$ cat src/verilog/css_params.svh
// Constants of the card slot supply sequencer: offsets, fields, reset values.
// Assumes inclusion by bare name from the package and the testbench.
`ifndef CSS_PARAMS_SVH
`define CSS_PARAMS_SVH

`define CSS_ADDR_CTRL 16'hFE03
`define CSS_ADDR_TIMER 16'hFE04
`define CSS_ADDR_IRQ_STATUS 16'hFE0A
`define CSS_ADDR_IRQ_MASK 16'hFE0B
`define CSS_ADDR_CMD_FORCE 16'hFE0C

`define CSS_RST_CTRL 8'h00
`define CSS_RST_TIMER 8'h0F
`define CSS_RST_ZERO 8'h00

`define CSS_SEL_MSB 7
`define CSS_SEL_LSB 6
`define CSS_FAULT_MODE_BIT 5
`define CSS_READY_START_BIT 4
`define CSS_SUPPLY_GOOD_BIT 3
`define CSS_POWER_DOWN_BIT 0
`define CSS_OFF_MSB 7
`define CSS_OFF_LSB 4
`define CSS_SETTLE_MSB 3
`define CSS_SETTLE_LSB 0

`define CSS_IRQ_CARD_EVENT_BIT 6
`define CSS_IRQ_SETTLE_BIT 5
`define CSS_IRQ_DONE_BIT 0
`define CSS_FORCE_LOW_BIT 0
`define CSS_FORCE_HIGH_BIT 1

`define CSS_SEL_OFF 2'h0
`define CSS_SEL_1V8 2'h1
`define CSS_SEL_3V0 2'h2
`define CSS_SEL_5V0 2'h3

`define CSS_IN_CARD_EVENT 0
`define CSS_IN_SUPPLY_GOOD 1
`define CSS_IN_READY 2
`define CSS_IN_FAULT 3
`define CSS_IN_SLOW_CLK 4
`define CSS_IN_COUNT 5

`endif

$ cat src/verilog/css_pkg.sv
// Types shared by the card slot supply sequencer modules.
// Assumes css_params.svh is on the include path.
`include "css_params.svh"
package css_pkg;
  typedef enum logic [2:0] {
    ST_IDLE,
    ST_SETTLE,
    ST_ACTIVE,
    ST_OFF_WAIT,
    ST_DEACT_RST,
    ST_DEACT_CLK,
    ST_DEACT_IO
  } seq_state_type;
  typedef logic [7:0] reg_byte_type;
endpackage

$ cat src/verilog/slow_timer_if.sv
// Interface between the sequencer and one of its slow-tick down counters.
// Assumes both ends run on the same reference clock.
`timescale 1ns/1ps
`default_nettype none
interface slow_timer_if #(parameter int WIDTH = 4);
  logic load;
  logic [WIDTH-1:0] load_value;
  logic tick;
  logic expired;
  logic busy;
  modport ctrl (output load, output load_value, output tick, input expired, input busy);
  modport counter (input load, input load_value, input tick, output expired, output busy);
endinterface
`default_nettype wire

$ cat src/verilog/slow_down_counter.sv
// Down counter of slow-clock ticks with a one-cycle expiry pulse.
// Assumes tick is a one-cycle pulse on the reference clock.
`timescale 1ns/1ps
`default_nettype none
module slow_down_counter #(parameter int WIDTH = 4) (
  input wire logic i_clk,
  input wire logic i_nrst,
  slow_timer_if.counter tmr
);
  logic [WIDTH-1:0] count_q;
  logic expired_q;

  if (WIDTH < 1) begin : g_width_check
    $error("slow_down_counter needs WIDTH of at least 1");
  end

  // A load always wins, so a new sequence never sees a stale count.
  always_ff @(posedge i_clk or negedge i_nrst) begin
    if (!i_nrst) begin
      count_q <= '0;
    end else if (tmr.load) begin
      count_q <= tmr.load_value;
    end else if (tmr.tick && (count_q != '0)) begin
      count_q <= count_q - WIDTH'(1);
    end
  end

  always_ff @(posedge i_clk or negedge i_nrst) begin
    if (!i_nrst) begin
      expired_q <= 1'b0;
    end else begin
      expired_q <= !tmr.load && tmr.tick && (count_q == WIDTH'(1));
    end
  end

  assign tmr.expired = expired_q;
  assign tmr.busy = (count_q != '0);
endmodule
`default_nettype wire

$ cat src/verilog/card_slot_supply_sequencer.sv
// Card slot supply sequencer: activation, settle check and deactivation.
// Assumes a 50 MHz reference clock and a 32768 Hz slow clock on a pin.
// Behaviour
// RULE_01 - Non-zero voltage code write starts activation.
// RULE_02 - Software writes both select bits at once.
// RULE_03 - Card event or supply-good loss deactivates; the code ignores a supply-good loss while in the settle state.
// RULE_04 - Lines shut down before supply goes off.
// RULE_05 - Software clears select after automatic deactivation.
// RULE_06 - Fault in mode 0 raises both commands.
// RULE_07 - Fault in mode 1 left to software.
// RULE_08 - Ready-start proceeds once supply good.
// RULE_09 - Without ready-start, settle expiry deactivates; the code does so only if supply good is low, else it goes active.
// RULE_10 - Supply-good status bit is read-only.
// RULE_11 - Power-down bit selects power-down mode.
// RULE_12 - Timeout without supply good flags, deactivates, clears.
// RULE_13 - Settle time is field times slow period.
// RULE_14 - Zero settle field waits ready-start and ready.
// RULE_15 - Software off waits off field slow periods.
// RULE_16 - Emergency deactivations skip the off delay.
// RULE_17 - Settle expiry sets flag, cleared on read.
// RULE_18 - Counters reload at each sequence start.
//
// Chosen here: the address-and-strobe port.
`timescale 1ns/1ps
`default_nettype none
module card_slot_supply_sequencer (
  input wire logic I_REF_CLK,
  input wire logic I_NRST,
  input wire logic [15:0] I_ADDR,
  input wire css_pkg::reg_byte_type I_WR_DATA,
  input wire logic I_WR_EN,
  input wire logic I_RD_EN,
  input wire logic I_SLOW_CLK,
  input wire logic I_CARD_EVENT,
  input wire logic I_SUPPLY_GOOD,
  input wire logic I_COMPANION_READY,
  input wire logic I_SUPPLY_FAULT,
  output logic [7:0] O_RD_DATA,
  output logic [1:0] O_SUPPLY_SELECT,
  output logic O_CMD_SUPPLY_LOW_N,
  output logic O_CMD_SUPPLY_HIGH_N,
  output logic O_CARD_RST_RELEASE,
  output logic O_CARD_CLK_EN,
  output logic O_CARD_IO_EN,
  output logic O_SLOT_POWER_DOWN,
  output logic O_IRQ
);
  import css_pkg::*;

  // ----------------------------------------------------------------------
  // Input synchronisers
  // ----------------------------------------------------------------------
  logic [`CSS_IN_COUNT-1:0] meta_q;
  logic [`CSS_IN_COUNT-1:0] sync_q;
  logic [`CSS_IN_COUNT-1:0] prev_q;
  logic card_evt, good_s, good_fall, ready_s, fault_s, slow_tick;

  always_ff @(posedge I_REF_CLK or negedge I_NRST) begin
    if (!I_NRST) begin
      meta_q <= '0;
      sync_q <= '0;
      prev_q <= '0;
    end else begin
      meta_q <= {I_SLOW_CLK, I_SUPPLY_FAULT, I_COMPANION_READY, I_SUPPLY_GOOD, I_CARD_EVENT};
      sync_q <= meta_q;
      prev_q <= sync_q;
    end
  end

  assign card_evt = sync_q[`CSS_IN_CARD_EVENT] && !prev_q[`CSS_IN_CARD_EVENT];
  assign good_s = sync_q[`CSS_IN_SUPPLY_GOOD];
  assign good_fall = !good_s && prev_q[`CSS_IN_SUPPLY_GOOD];
  assign ready_s = sync_q[`CSS_IN_READY];
  assign fault_s = sync_q[`CSS_IN_FAULT];
  assign slow_tick = sync_q[`CSS_IN_SLOW_CLK] && !prev_q[`CSS_IN_SLOW_CLK];

  // ----------------------------------------------------------------------
  // Register bus decode
  // ----------------------------------------------------------------------
  logic wr_ctrl, wr_timer, wr_mask, wr_force, rd_status;
  logic [1:0] wr_sel;

  assign wr_ctrl = I_WR_EN && (I_ADDR == `CSS_ADDR_CTRL);
  assign wr_timer = I_WR_EN && (I_ADDR == `CSS_ADDR_TIMER);
  assign wr_mask = I_WR_EN && (I_ADDR == `CSS_ADDR_IRQ_MASK);
  assign wr_force = I_WR_EN && (I_ADDR == `CSS_ADDR_CMD_FORCE);
  assign rd_status = I_RD_EN && (I_ADDR == `CSS_ADDR_IRQ_STATUS);
  assign wr_sel = I_WR_DATA[`CSS_SEL_MSB:`CSS_SEL_LSB];

  // ----------------------------------------------------------------------
  // Sequencer state
  // ----------------------------------------------------------------------
  seq_state_type state_q, state_d;
  logic [1:0] sel_q;
  logic [1:0] active_sel_q;
  logic fault_mode_q, ready_start_q, power_down_q, lock_q, settle_zero_q;
  logic [7:0] timer_q;
  logic start_act, sw_off, in_run, emergency, settle_to_fail, settle_expired;

  slow_timer_if #(.WIDTH(4)) settle_tmr ();
  slow_timer_if #(.WIDTH(4)) off_tmr ();

  slow_down_counter #(.WIDTH(4)) u_settle_counter (
    .i_clk(I_REF_CLK),
    .i_nrst(I_NRST),
    .tmr(settle_tmr.counter)
  );

  slow_down_counter #(.WIDTH(4)) u_off_counter (
    .i_clk(I_REF_CLK),
    .i_nrst(I_NRST),
    .tmr(off_tmr.counter)
  );

  // RULE_02 and RULE_05 bind software; a locked slot ignores new codes.
  assign start_act = wr_ctrl && (wr_sel != `CSS_SEL_OFF) && (state_q == ST_IDLE) && !lock_q; // RULE_01
  assign sw_off = wr_ctrl && (wr_sel == `CSS_SEL_OFF) &&
                  ((state_q == ST_SETTLE) || (state_q == ST_ACTIVE));
  assign in_run = (state_q == ST_SETTLE) || (state_q == ST_ACTIVE) || (state_q == ST_OFF_WAIT);
  // Emergencies bypass the off delay and reach the line shutdown directly.
  assign emergency = in_run && (card_evt || (fault_s && !fault_mode_q) || // RULE_03 RULE_16
                     (good_fall && (state_q != ST_SETTLE)));
  assign settle_expired = (state_q == ST_SETTLE) && settle_tmr.expired;
  assign settle_to_fail = settle_expired && !good_s; // RULE_09 RULE_12

  assign settle_tmr.load = start_act; // RULE_18
  assign settle_tmr.load_value = timer_q[`CSS_SETTLE_MSB:`CSS_SETTLE_LSB]; // RULE_13
  assign settle_tmr.tick = slow_tick;
  assign off_tmr.load = sw_off; // RULE_18
  assign off_tmr.load_value = timer_q[`CSS_OFF_MSB:`CSS_OFF_LSB]; // RULE_15
  assign off_tmr.tick = slow_tick;

  always_comb begin
    state_d = state_q;
    case (state_q)
      ST_IDLE: begin
        if (start_act) begin
          state_d = ST_SETTLE;
        end
      end
      ST_SETTLE: begin
        if (emergency || settle_to_fail) begin
          state_d = ST_DEACT_RST;
        end else if (sw_off) begin
          state_d = (timer_q[`CSS_OFF_MSB:`CSS_OFF_LSB] == 4'h0) ? ST_DEACT_RST : ST_OFF_WAIT;
        end else if (settle_zero_q) begin
          if (ready_start_q && ready_s) begin
            state_d = ST_ACTIVE; // RULE_14
          end
        end else if ((ready_start_q && good_s) || settle_expired) begin
          state_d = ST_ACTIVE; // RULE_08
        end
      end
      ST_ACTIVE: begin
        if (emergency) begin
          state_d = ST_DEACT_RST;
        end else if (sw_off) begin
          state_d = (timer_q[`CSS_OFF_MSB:`CSS_OFF_LSB] == 4'h0) ? ST_DEACT_RST : ST_OFF_WAIT;
        end
      end
      ST_OFF_WAIT: begin
        if (emergency || off_tmr.expired) begin
          state_d = ST_DEACT_RST; // RULE_15 RULE_16
        end
      end
      ST_DEACT_RST: state_d = ST_DEACT_CLK; // RULE_04
      ST_DEACT_CLK: state_d = ST_DEACT_IO; // RULE_04
      ST_DEACT_IO: state_d = ST_IDLE; // RULE_04
      default: state_d = ST_IDLE;
    endcase
  end

  always_ff @(posedge I_REF_CLK or negedge I_NRST) begin
    if (!I_NRST) begin
      state_q <= ST_IDLE;
    end else begin
      state_q <= state_d;
    end
  end

  always_ff @(posedge I_REF_CLK or negedge I_NRST) begin
    if (!I_NRST) begin
      active_sel_q <= `CSS_SEL_OFF;
      settle_zero_q <= 1'b0;
    end else if (start_act) begin
      active_sel_q <= wr_sel;
      settle_zero_q <= (timer_q[`CSS_SETTLE_MSB:`CSS_SETTLE_LSB] == 4'h0);
    end
  end

  // An automatic shutdown locks the slot until software writes a zero code.
  always_ff @(posedge I_REF_CLK or negedge I_NRST) begin
    if (!I_NRST) begin
      lock_q <= 1'b0;
    end else if (emergency || settle_to_fail) begin
      lock_q <= 1'b1; // RULE_05
    end else if (wr_ctrl && (wr_sel == `CSS_SEL_OFF)) begin
      lock_q <= 1'b0;
    end
  end

  // ----------------------------------------------------------------------
  // Control and configuration registers
  // ----------------------------------------------------------------------
  localparam reg_byte_type ctrl_reset_value = `CSS_RST_CTRL;

  always_ff @(posedge I_REF_CLK or negedge I_NRST) begin
    if (!I_NRST) begin
      sel_q <= ctrl_reset_value[`CSS_SEL_MSB:`CSS_SEL_LSB];
      fault_mode_q <= ctrl_reset_value[`CSS_FAULT_MODE_BIT];
      ready_start_q <= ctrl_reset_value[`CSS_READY_START_BIT];
      power_down_q <= ctrl_reset_value[`CSS_POWER_DOWN_BIT];
    end else begin
      if (settle_to_fail) begin
        sel_q <= `CSS_SEL_OFF; // RULE_12
      end else if (wr_ctrl && (start_act || (wr_sel == `CSS_SEL_OFF) || state_q == ST_IDLE)) begin
        sel_q <= wr_sel;
      end
      if (wr_ctrl) begin
        fault_mode_q <= I_WR_DATA[`CSS_FAULT_MODE_BIT];
        ready_start_q <= I_WR_DATA[`CSS_READY_START_BIT];
        power_down_q <= I_WR_DATA[`CSS_POWER_DOWN_BIT]; // RULE_11
      end
    end
  end

  always_ff @(posedge I_REF_CLK or negedge I_NRST) begin
    if (!I_NRST) begin
      timer_q <= `CSS_RST_TIMER;
    end else if (wr_timer) begin
      timer_q <= I_WR_DATA;
    end
  end

  logic [1:0] force_q;

  // Fault mode 1 leaves shutdown to software, which raises these forces.
  always_ff @(posedge I_REF_CLK or negedge I_NRST) begin
    if (!I_NRST) begin
      force_q <= 2'h0;
    end else if (wr_force) begin
      force_q <= {I_WR_DATA[`CSS_FORCE_HIGH_BIT], I_WR_DATA[`CSS_FORCE_LOW_BIT]}; // RULE_07
    end
  end

  // ----------------------------------------------------------------------
  // Interrupt status and mask
  // ----------------------------------------------------------------------
  reg_byte_type status_q, mask_q, status_set;

  always_comb begin
    status_set = '0;
    status_set[`CSS_IRQ_CARD_EVENT_BIT] = card_evt || settle_to_fail; // RULE_12
    status_set[`CSS_IRQ_SETTLE_BIT] = settle_expired; // RULE_17
    status_set[`CSS_IRQ_DONE_BIT] = (state_q == ST_DEACT_IO);
  end

  // A read clears the flags, but an event in the same cycle still lands.
  always_ff @(posedge I_REF_CLK or negedge I_NRST) begin
    if (!I_NRST) begin
      status_q <= `CSS_RST_ZERO;
    end else begin
      status_q <= (rd_status ? `CSS_RST_ZERO : status_q) | status_set; // RULE_17
    end
  end

  always_ff @(posedge I_REF_CLK or negedge I_NRST) begin
    if (!I_NRST) begin
      mask_q <= `CSS_RST_ZERO;
    end else if (wr_mask) begin
      mask_q <= I_WR_DATA;
    end
  end

  // ----------------------------------------------------------------------
  // Read data
  // ----------------------------------------------------------------------
  reg_byte_type rd_d;

  always_comb begin
    rd_d = '0;
    if (I_RD_EN) begin
      case (I_ADDR)
        `CSS_ADDR_CTRL: begin
          rd_d[`CSS_SEL_MSB:`CSS_SEL_LSB] = sel_q;
          rd_d[`CSS_FAULT_MODE_BIT] = fault_mode_q;
          rd_d[`CSS_READY_START_BIT] = ready_start_q;
          rd_d[`CSS_SUPPLY_GOOD_BIT] = good_s; // RULE_10
          rd_d[`CSS_POWER_DOWN_BIT] = power_down_q;
        end
        `CSS_ADDR_TIMER: rd_d = timer_q;
        `CSS_ADDR_IRQ_STATUS: rd_d = status_q;
        `CSS_ADDR_IRQ_MASK: rd_d = mask_q;
        `CSS_ADDR_CMD_FORCE: rd_d[1:0] = force_q;
        default: rd_d = '0;
      endcase
    end
  end

  // ----------------------------------------------------------------------
  // Registered outputs
  // ----------------------------------------------------------------------
  logic supply_on, lines_on, low_n_d, high_n_d;

  assign supply_on = (state_q != ST_IDLE);
  assign lines_on = (state_q == ST_ACTIVE) || (state_q == ST_OFF_WAIT);

  always_comb begin
    low_n_d = !(supply_on && ((active_sel_q == `CSS_SEL_1V8) || (active_sel_q == `CSS_SEL_3V0)));
    high_n_d = !(supply_on && ((active_sel_q == `CSS_SEL_1V8) || (active_sel_q == `CSS_SEL_5V0)));
    if (fault_s && !fault_mode_q) begin
      low_n_d = 1'b1; // RULE_06
      high_n_d = 1'b1; // RULE_06
    end
    if (force_q[`CSS_FORCE_LOW_BIT]) begin
      low_n_d = 1'b1;
    end
    if (force_q[`CSS_FORCE_HIGH_BIT]) begin
      high_n_d = 1'b1;
    end
  end

  always_ff @(posedge I_REF_CLK or negedge I_NRST) begin
    if (!I_NRST) begin
      O_RD_DATA <= 8'h00;
      O_SUPPLY_SELECT <= `CSS_SEL_OFF;
      O_CMD_SUPPLY_LOW_N <= 1'b1;
      O_CMD_SUPPLY_HIGH_N <= 1'b1;
      O_CARD_RST_RELEASE <= 1'b0;
      O_CARD_CLK_EN <= 1'b0;
      O_CARD_IO_EN <= 1'b0;
      O_SLOT_POWER_DOWN <= 1'b0;
      O_IRQ <= 1'b0;
    end else begin
      O_RD_DATA <= rd_d;
      O_SUPPLY_SELECT <= supply_on ? active_sel_q : `CSS_SEL_OFF;
      O_CMD_SUPPLY_LOW_N <= low_n_d;
      O_CMD_SUPPLY_HIGH_N <= high_n_d;
      O_CARD_RST_RELEASE <= lines_on; // RULE_04
      O_CARD_CLK_EN <= lines_on || (state_q == ST_DEACT_RST); // RULE_04
      O_CARD_IO_EN <= lines_on || (state_q == ST_DEACT_RST) || (state_q == ST_DEACT_CLK);
      O_SLOT_POWER_DOWN <= power_down_q; // RULE_11
      O_IRQ <= |(status_q & mask_q);
    end
  end
endmodule
`default_nettype wire

$ cat config.mk
export PLATFORM = sky130hd
export DESIGN_NAME = card_slot_supply_sequencer
export DESIGN_NICKNAME = d
export VERILOG_FILES = /design/src/verilog/css_pkg.sv /design/src/verilog/slow_timer_if.sv /design/src/verilog/slow_down_counter.sv /design/src/verilog/card_slot_supply_sequencer.sv
export VERILOG_INCLUDE_DIRS = /design/src /design/src/verilog
export SDC_FILE = /design/constraint.sdc
export NUM_CORES = 1
export LEC_CHECK = 0
export BUFFER_PORTS_ARGS = -buffer_cell sky130_fd_sc_hd__buf_2
export CAP_MARGIN = 20
export CORE_ASPECT_RATIO = 0.7
export CORE_UTILIZATION = 51
export CTS_BUF_LIST = sky130_fd_sc_hd__clkbuf_16
export DETAILED_ROUTE_END_ITERATION = 6
export HOLD_SLACK_MARGIN = 0.15
export PLACE_DENSITY = 0.76
export SYNTH_ARGS = -nofsm -noshare
export SYNTH_HDL_FRONTEND = slang
export SYNTH_SLANG_ARGS = --single-unit
$ cat constraint.sdc
create_clock -name I_REF_CLK -period 1.8 [get_ports I_REF_CLK]
set_input_delay 0.36 -clock I_REF_CLK [delete_from_list [all_inputs] [get_ports I_REF_CLK]]
set_output_delay 0.36 -clock I_REF_CLK [all_outputs]
set_load 0.01 [all_outputs]
==> metrics.md <==
| Metric | Value |
|---|---|
| Status | complete, but fails checks |
| Violated checks | design-rule violations, negative setup slack |
| Tmin final | 2.02 ns |
| Comb pwr share | 11.5% |
| Sequential share of the synthesized area | 55.4% |
| Max incr delay on CP | 0.57 ns |
| Area of the mapped netlist | 3310 µm² |
| # nets final | 442 |
| Number of enable flip-flop cells after synthesis | 0 |
| Power per standard cell area | 854 nW/µm² |
| Fill cells | 445 |
| Worst rel slew slack | 74.2% |
| Reg2reg setup slack | -0.14 ns |
| Vias in the first global route | 2586 |
| Initial antenna violation count | 0 |
| Largest cells by area after synthesis | dfrtp_1 (51%), mux2_2 (9.5%), dfstp_2 (4.8%), nor2_1 (2.6%), a21oi_1 (2.3%) |
| Final worst path period share | 112% |
| Worst-path cell chain | buf_6 -> or4_4 -> or4b_4 -> buf_4 -> nor3_4 -> mux2_4 |
| DRC | 1 |
| Via count | 2746 |
| Vias per cell | 5.65 |
| Peak VDD IR | 0.677 mV |
| Io pins | 50 |
| Starting density of the core | 53.0% |
| # clock sinks | 73 |
| Clock power share | 41.3% |
| Area growth syn-to-layout | 37.8% |
| Clock Skew | 0.00726 ns |
| Net Sw Power | 0.00101 W |
| Worst setup margin | -0.215 ns |
| Worst-path maximum fanout | 3 |
| DR WL/cell | 17.8 µm |
| MaxCap Viol Count | 0 |
| Worst path buffer plus inverter count | 2 |
| DR top layer | met4 |
| Grt ovf | 0 |
| Stages on the worst setup path | 6 |
| Die Footprint | 6830 µm² |
| Iter 0 DRT Violations | 147 |
| Post-Synthesis Cells | 290 |
| Most used DFF post-synth | dfrtp_1 |
| CP endpoint kind | flip-flop |
| Max-slew violation count | 0 |
| Rows | 24 |
| Fraction of layout instances using a drive strength above 1 | 45.3% |
| Gpl congestion | 0.875 |
| Clk root buf | clkbuf_16 |
| Crit Path Class | input pin to flip-flop |
| Delay-heaviest family, CP | simple AND/OR/NAND/NOR gates |
| FF-to-FF End | state_q[0] |
| HP Class | input pin to flip-flop |
| Diode count | 0 |
| Wl on met1 | 3.93 mm |
| Die H | 69.4 µm |
| Data required, critical path | 2.02 ns |
| CTS buffer count | 9 |
| Lkg Pwr | 2.19 nW |
| Setup violators final | 36 |
| Crit path max-delay cell type | or4_4 |
| RSZ-0062 raised after global routing | yes |
| Setup crit start | I_ADDR[7] |
| DIE WIDTH | 98.3 µm |
| Met3 wire len | 643 µm |
| Synth unique cells | 50 |
| F_max | 496 MHz |
| CTS H-tree lvls | 3 |
| CTS tree | done |
| Worst R2R Path Depth | 5 |
| Yosys top cell area share | 50.6% |
| Router iterations before antenna repair | 7 |
| Worst R2R Start | state_q[1] |
| Port Buffers | 49 |
| GRT Total Usage | 25.6% |
| Clk Latency, worst-skew pair | 0.33 ns |
| Post-Route WL | 8.65 mm |
| Slew @ Worst Pin | 0.387 ns |
| Clock Tree Buf Depth | 2 |
| Sw Share | 25.8% |
| CTS clk-pin slew, worst paths | 0.06 ns |
| P_int | 0.00289 W |
| Crit path to | force_q[0] |
| Hold Slack | 0.270 ns |
| Met2 wire length | 3.99 mm |
| YS warnings | 0 |
| Most numerous cell in the Yosys netlist | dfrtp_1 |
| Final HPWL DP | 5.83 mm |
| Endpoints failing hold | 0 |
| Final Util | 73.1% |
| First-pass GRT wire length | 13.2 mm |
| Synth area leader | dfrtp_1 |
| CP Launch Type | input pin |
| Syn_nets | 329 |
| Flop pwr share | 47.2% |
| Worst hold path startpoint | I_WR_DATA[3] |
| Synth top cells by count | dfrtp_1 (67), mux2_2 (28), nor2_1 (23) |
| Largest net degree at the start of global routing | 74 |
| Crit path DAT | 2.23 ns |
| Final antenna-violating net count | 0 |
| Core area | 6250 µm² |
| Asr flop ratio synth | 100% |
| Syn Area/Cell | 11.4 µm² |
| Synth Register Bits | 73 |
registers in the layout (all words and copies together) (netlist names), 2 cells and up:
register	count
timer_q	8
mask_q	8
prev_q	3
u_settle_counter.count_q	4
state_q	3
sel_q	2
sync_q	5
active_sel_q	2
meta_q	5
O_RD_DATA	8
u_off_counter.count_q	4
status_q	3
O_SUPPLY_SELECT	2
force_q	2
what timing repair did:
item	in CTS	in global routing
setup buffers	1	4
hold buffers	6	0
pin swaps	4	7
hold endpoints to repair	72	0
resized for setup	13	25
endpoints found under the setup margin	30	30
worst min-delay path by stage:
stage                          to  slack, ns  cells past startpoint
finish                  mask_q[3]       0.27                      2
global route            mask_q[3]       0.27                      2
CTS                     mask_q[3]       0.26                      2
detailed placement      sync_q[0]       0.34                      0
global placement        sync_q[4]       0.33                      0
floorplan           O_CARD_CLK_EN       0.06                      0
cell type report:
| type | count | area, µm² | share of cell area (%) |
|---|---|---|---|
| timing repair buffer | 110 | 756 | 16.6 |
| sequential | 73 | 1840 | 40.2 |
| multi-input combinational | 198 | 1560 | 34.2 |
| clock buffer | 9 | 225 | 4.93 |
| clock inverter | 7 | 45.0 | 0.987 |
| tap | 78 | 97.6 | 2.14 |
| inverter | 11 | 41.3 | 0.905 |
logic make-up after synthesis:
| family | count (synthesis) | share of synthesized area [%] |
|---|---|---|
| muxes | 32 | 10.7 |
| adders and majority gates | 6 | 2.27 |
| and+or+nand+nor | 101 | 17.1 |
| AOI/OAI and AO/OA | 51 | 10.2 |
| DFF | 73 | 55.4 |
| buffers and inverters | 19 | 2.23 |
| xor gates and xnor gates | 8 | 2.11 |
stage by stage:
step	power [W]	std cells	instance area, µm²	setup WS (ns)	TNS [ns]
final	0.00390	486	4560	-0.215	-4.30
after global placement	0.00226	459	4030	-0.501	-16.16
after floorplan	0.00211	290	3340	-0.418	-5.80
after global routing	0.00408	486	4560	-0.267	-5.12
after detailed placement	0.00229	459	4030	-0.537	-18.35
after CTS	0.00393	482	4430	-0.138	-1.85
power by group through the flow:
stage               registers (W)  clock network [W]  logic [W]
finish                    0.00184            0.00161   0.000448
global route              0.00185            0.00171   0.000521
CTS                       0.00184            0.00164   0.000446
detailed placement        0.00187                  0   0.000426
global placement          0.00186                  0   0.000398
floorplan                 0.00185                  0   0.000258
cells in the final DEF (no fill, tap or decap), drive strengths merged, types with 3 or more instances in the layout:
master and instances:
a211oi 3, a21oi 15, a22oi 6, and2 5, and4 3, buf 104, clkbuf 9, clkinv 3
clkinvlp 3, dfrtp 67, dfstp 6, dlygate4sd3 6, ha 6, inv 12, mux2 28, mux2i 4
nand2 21, nand2b 6, nand3 5, nand4 4, nor2 23, nor2b 5, nor3 8, nor4 3
o21ai 9, or3 4, or4 4, xnor2 3, xor2 5
metal layers:
layer  up-vias  global-route usage, %
met5         -                      0
met4         0                   6.30
met3        11                   8.77
met2       102                   37.6
met1      1355                   36.7
li1       1278                      -
No activity file was read; power rests on OpenSTA's default activity.
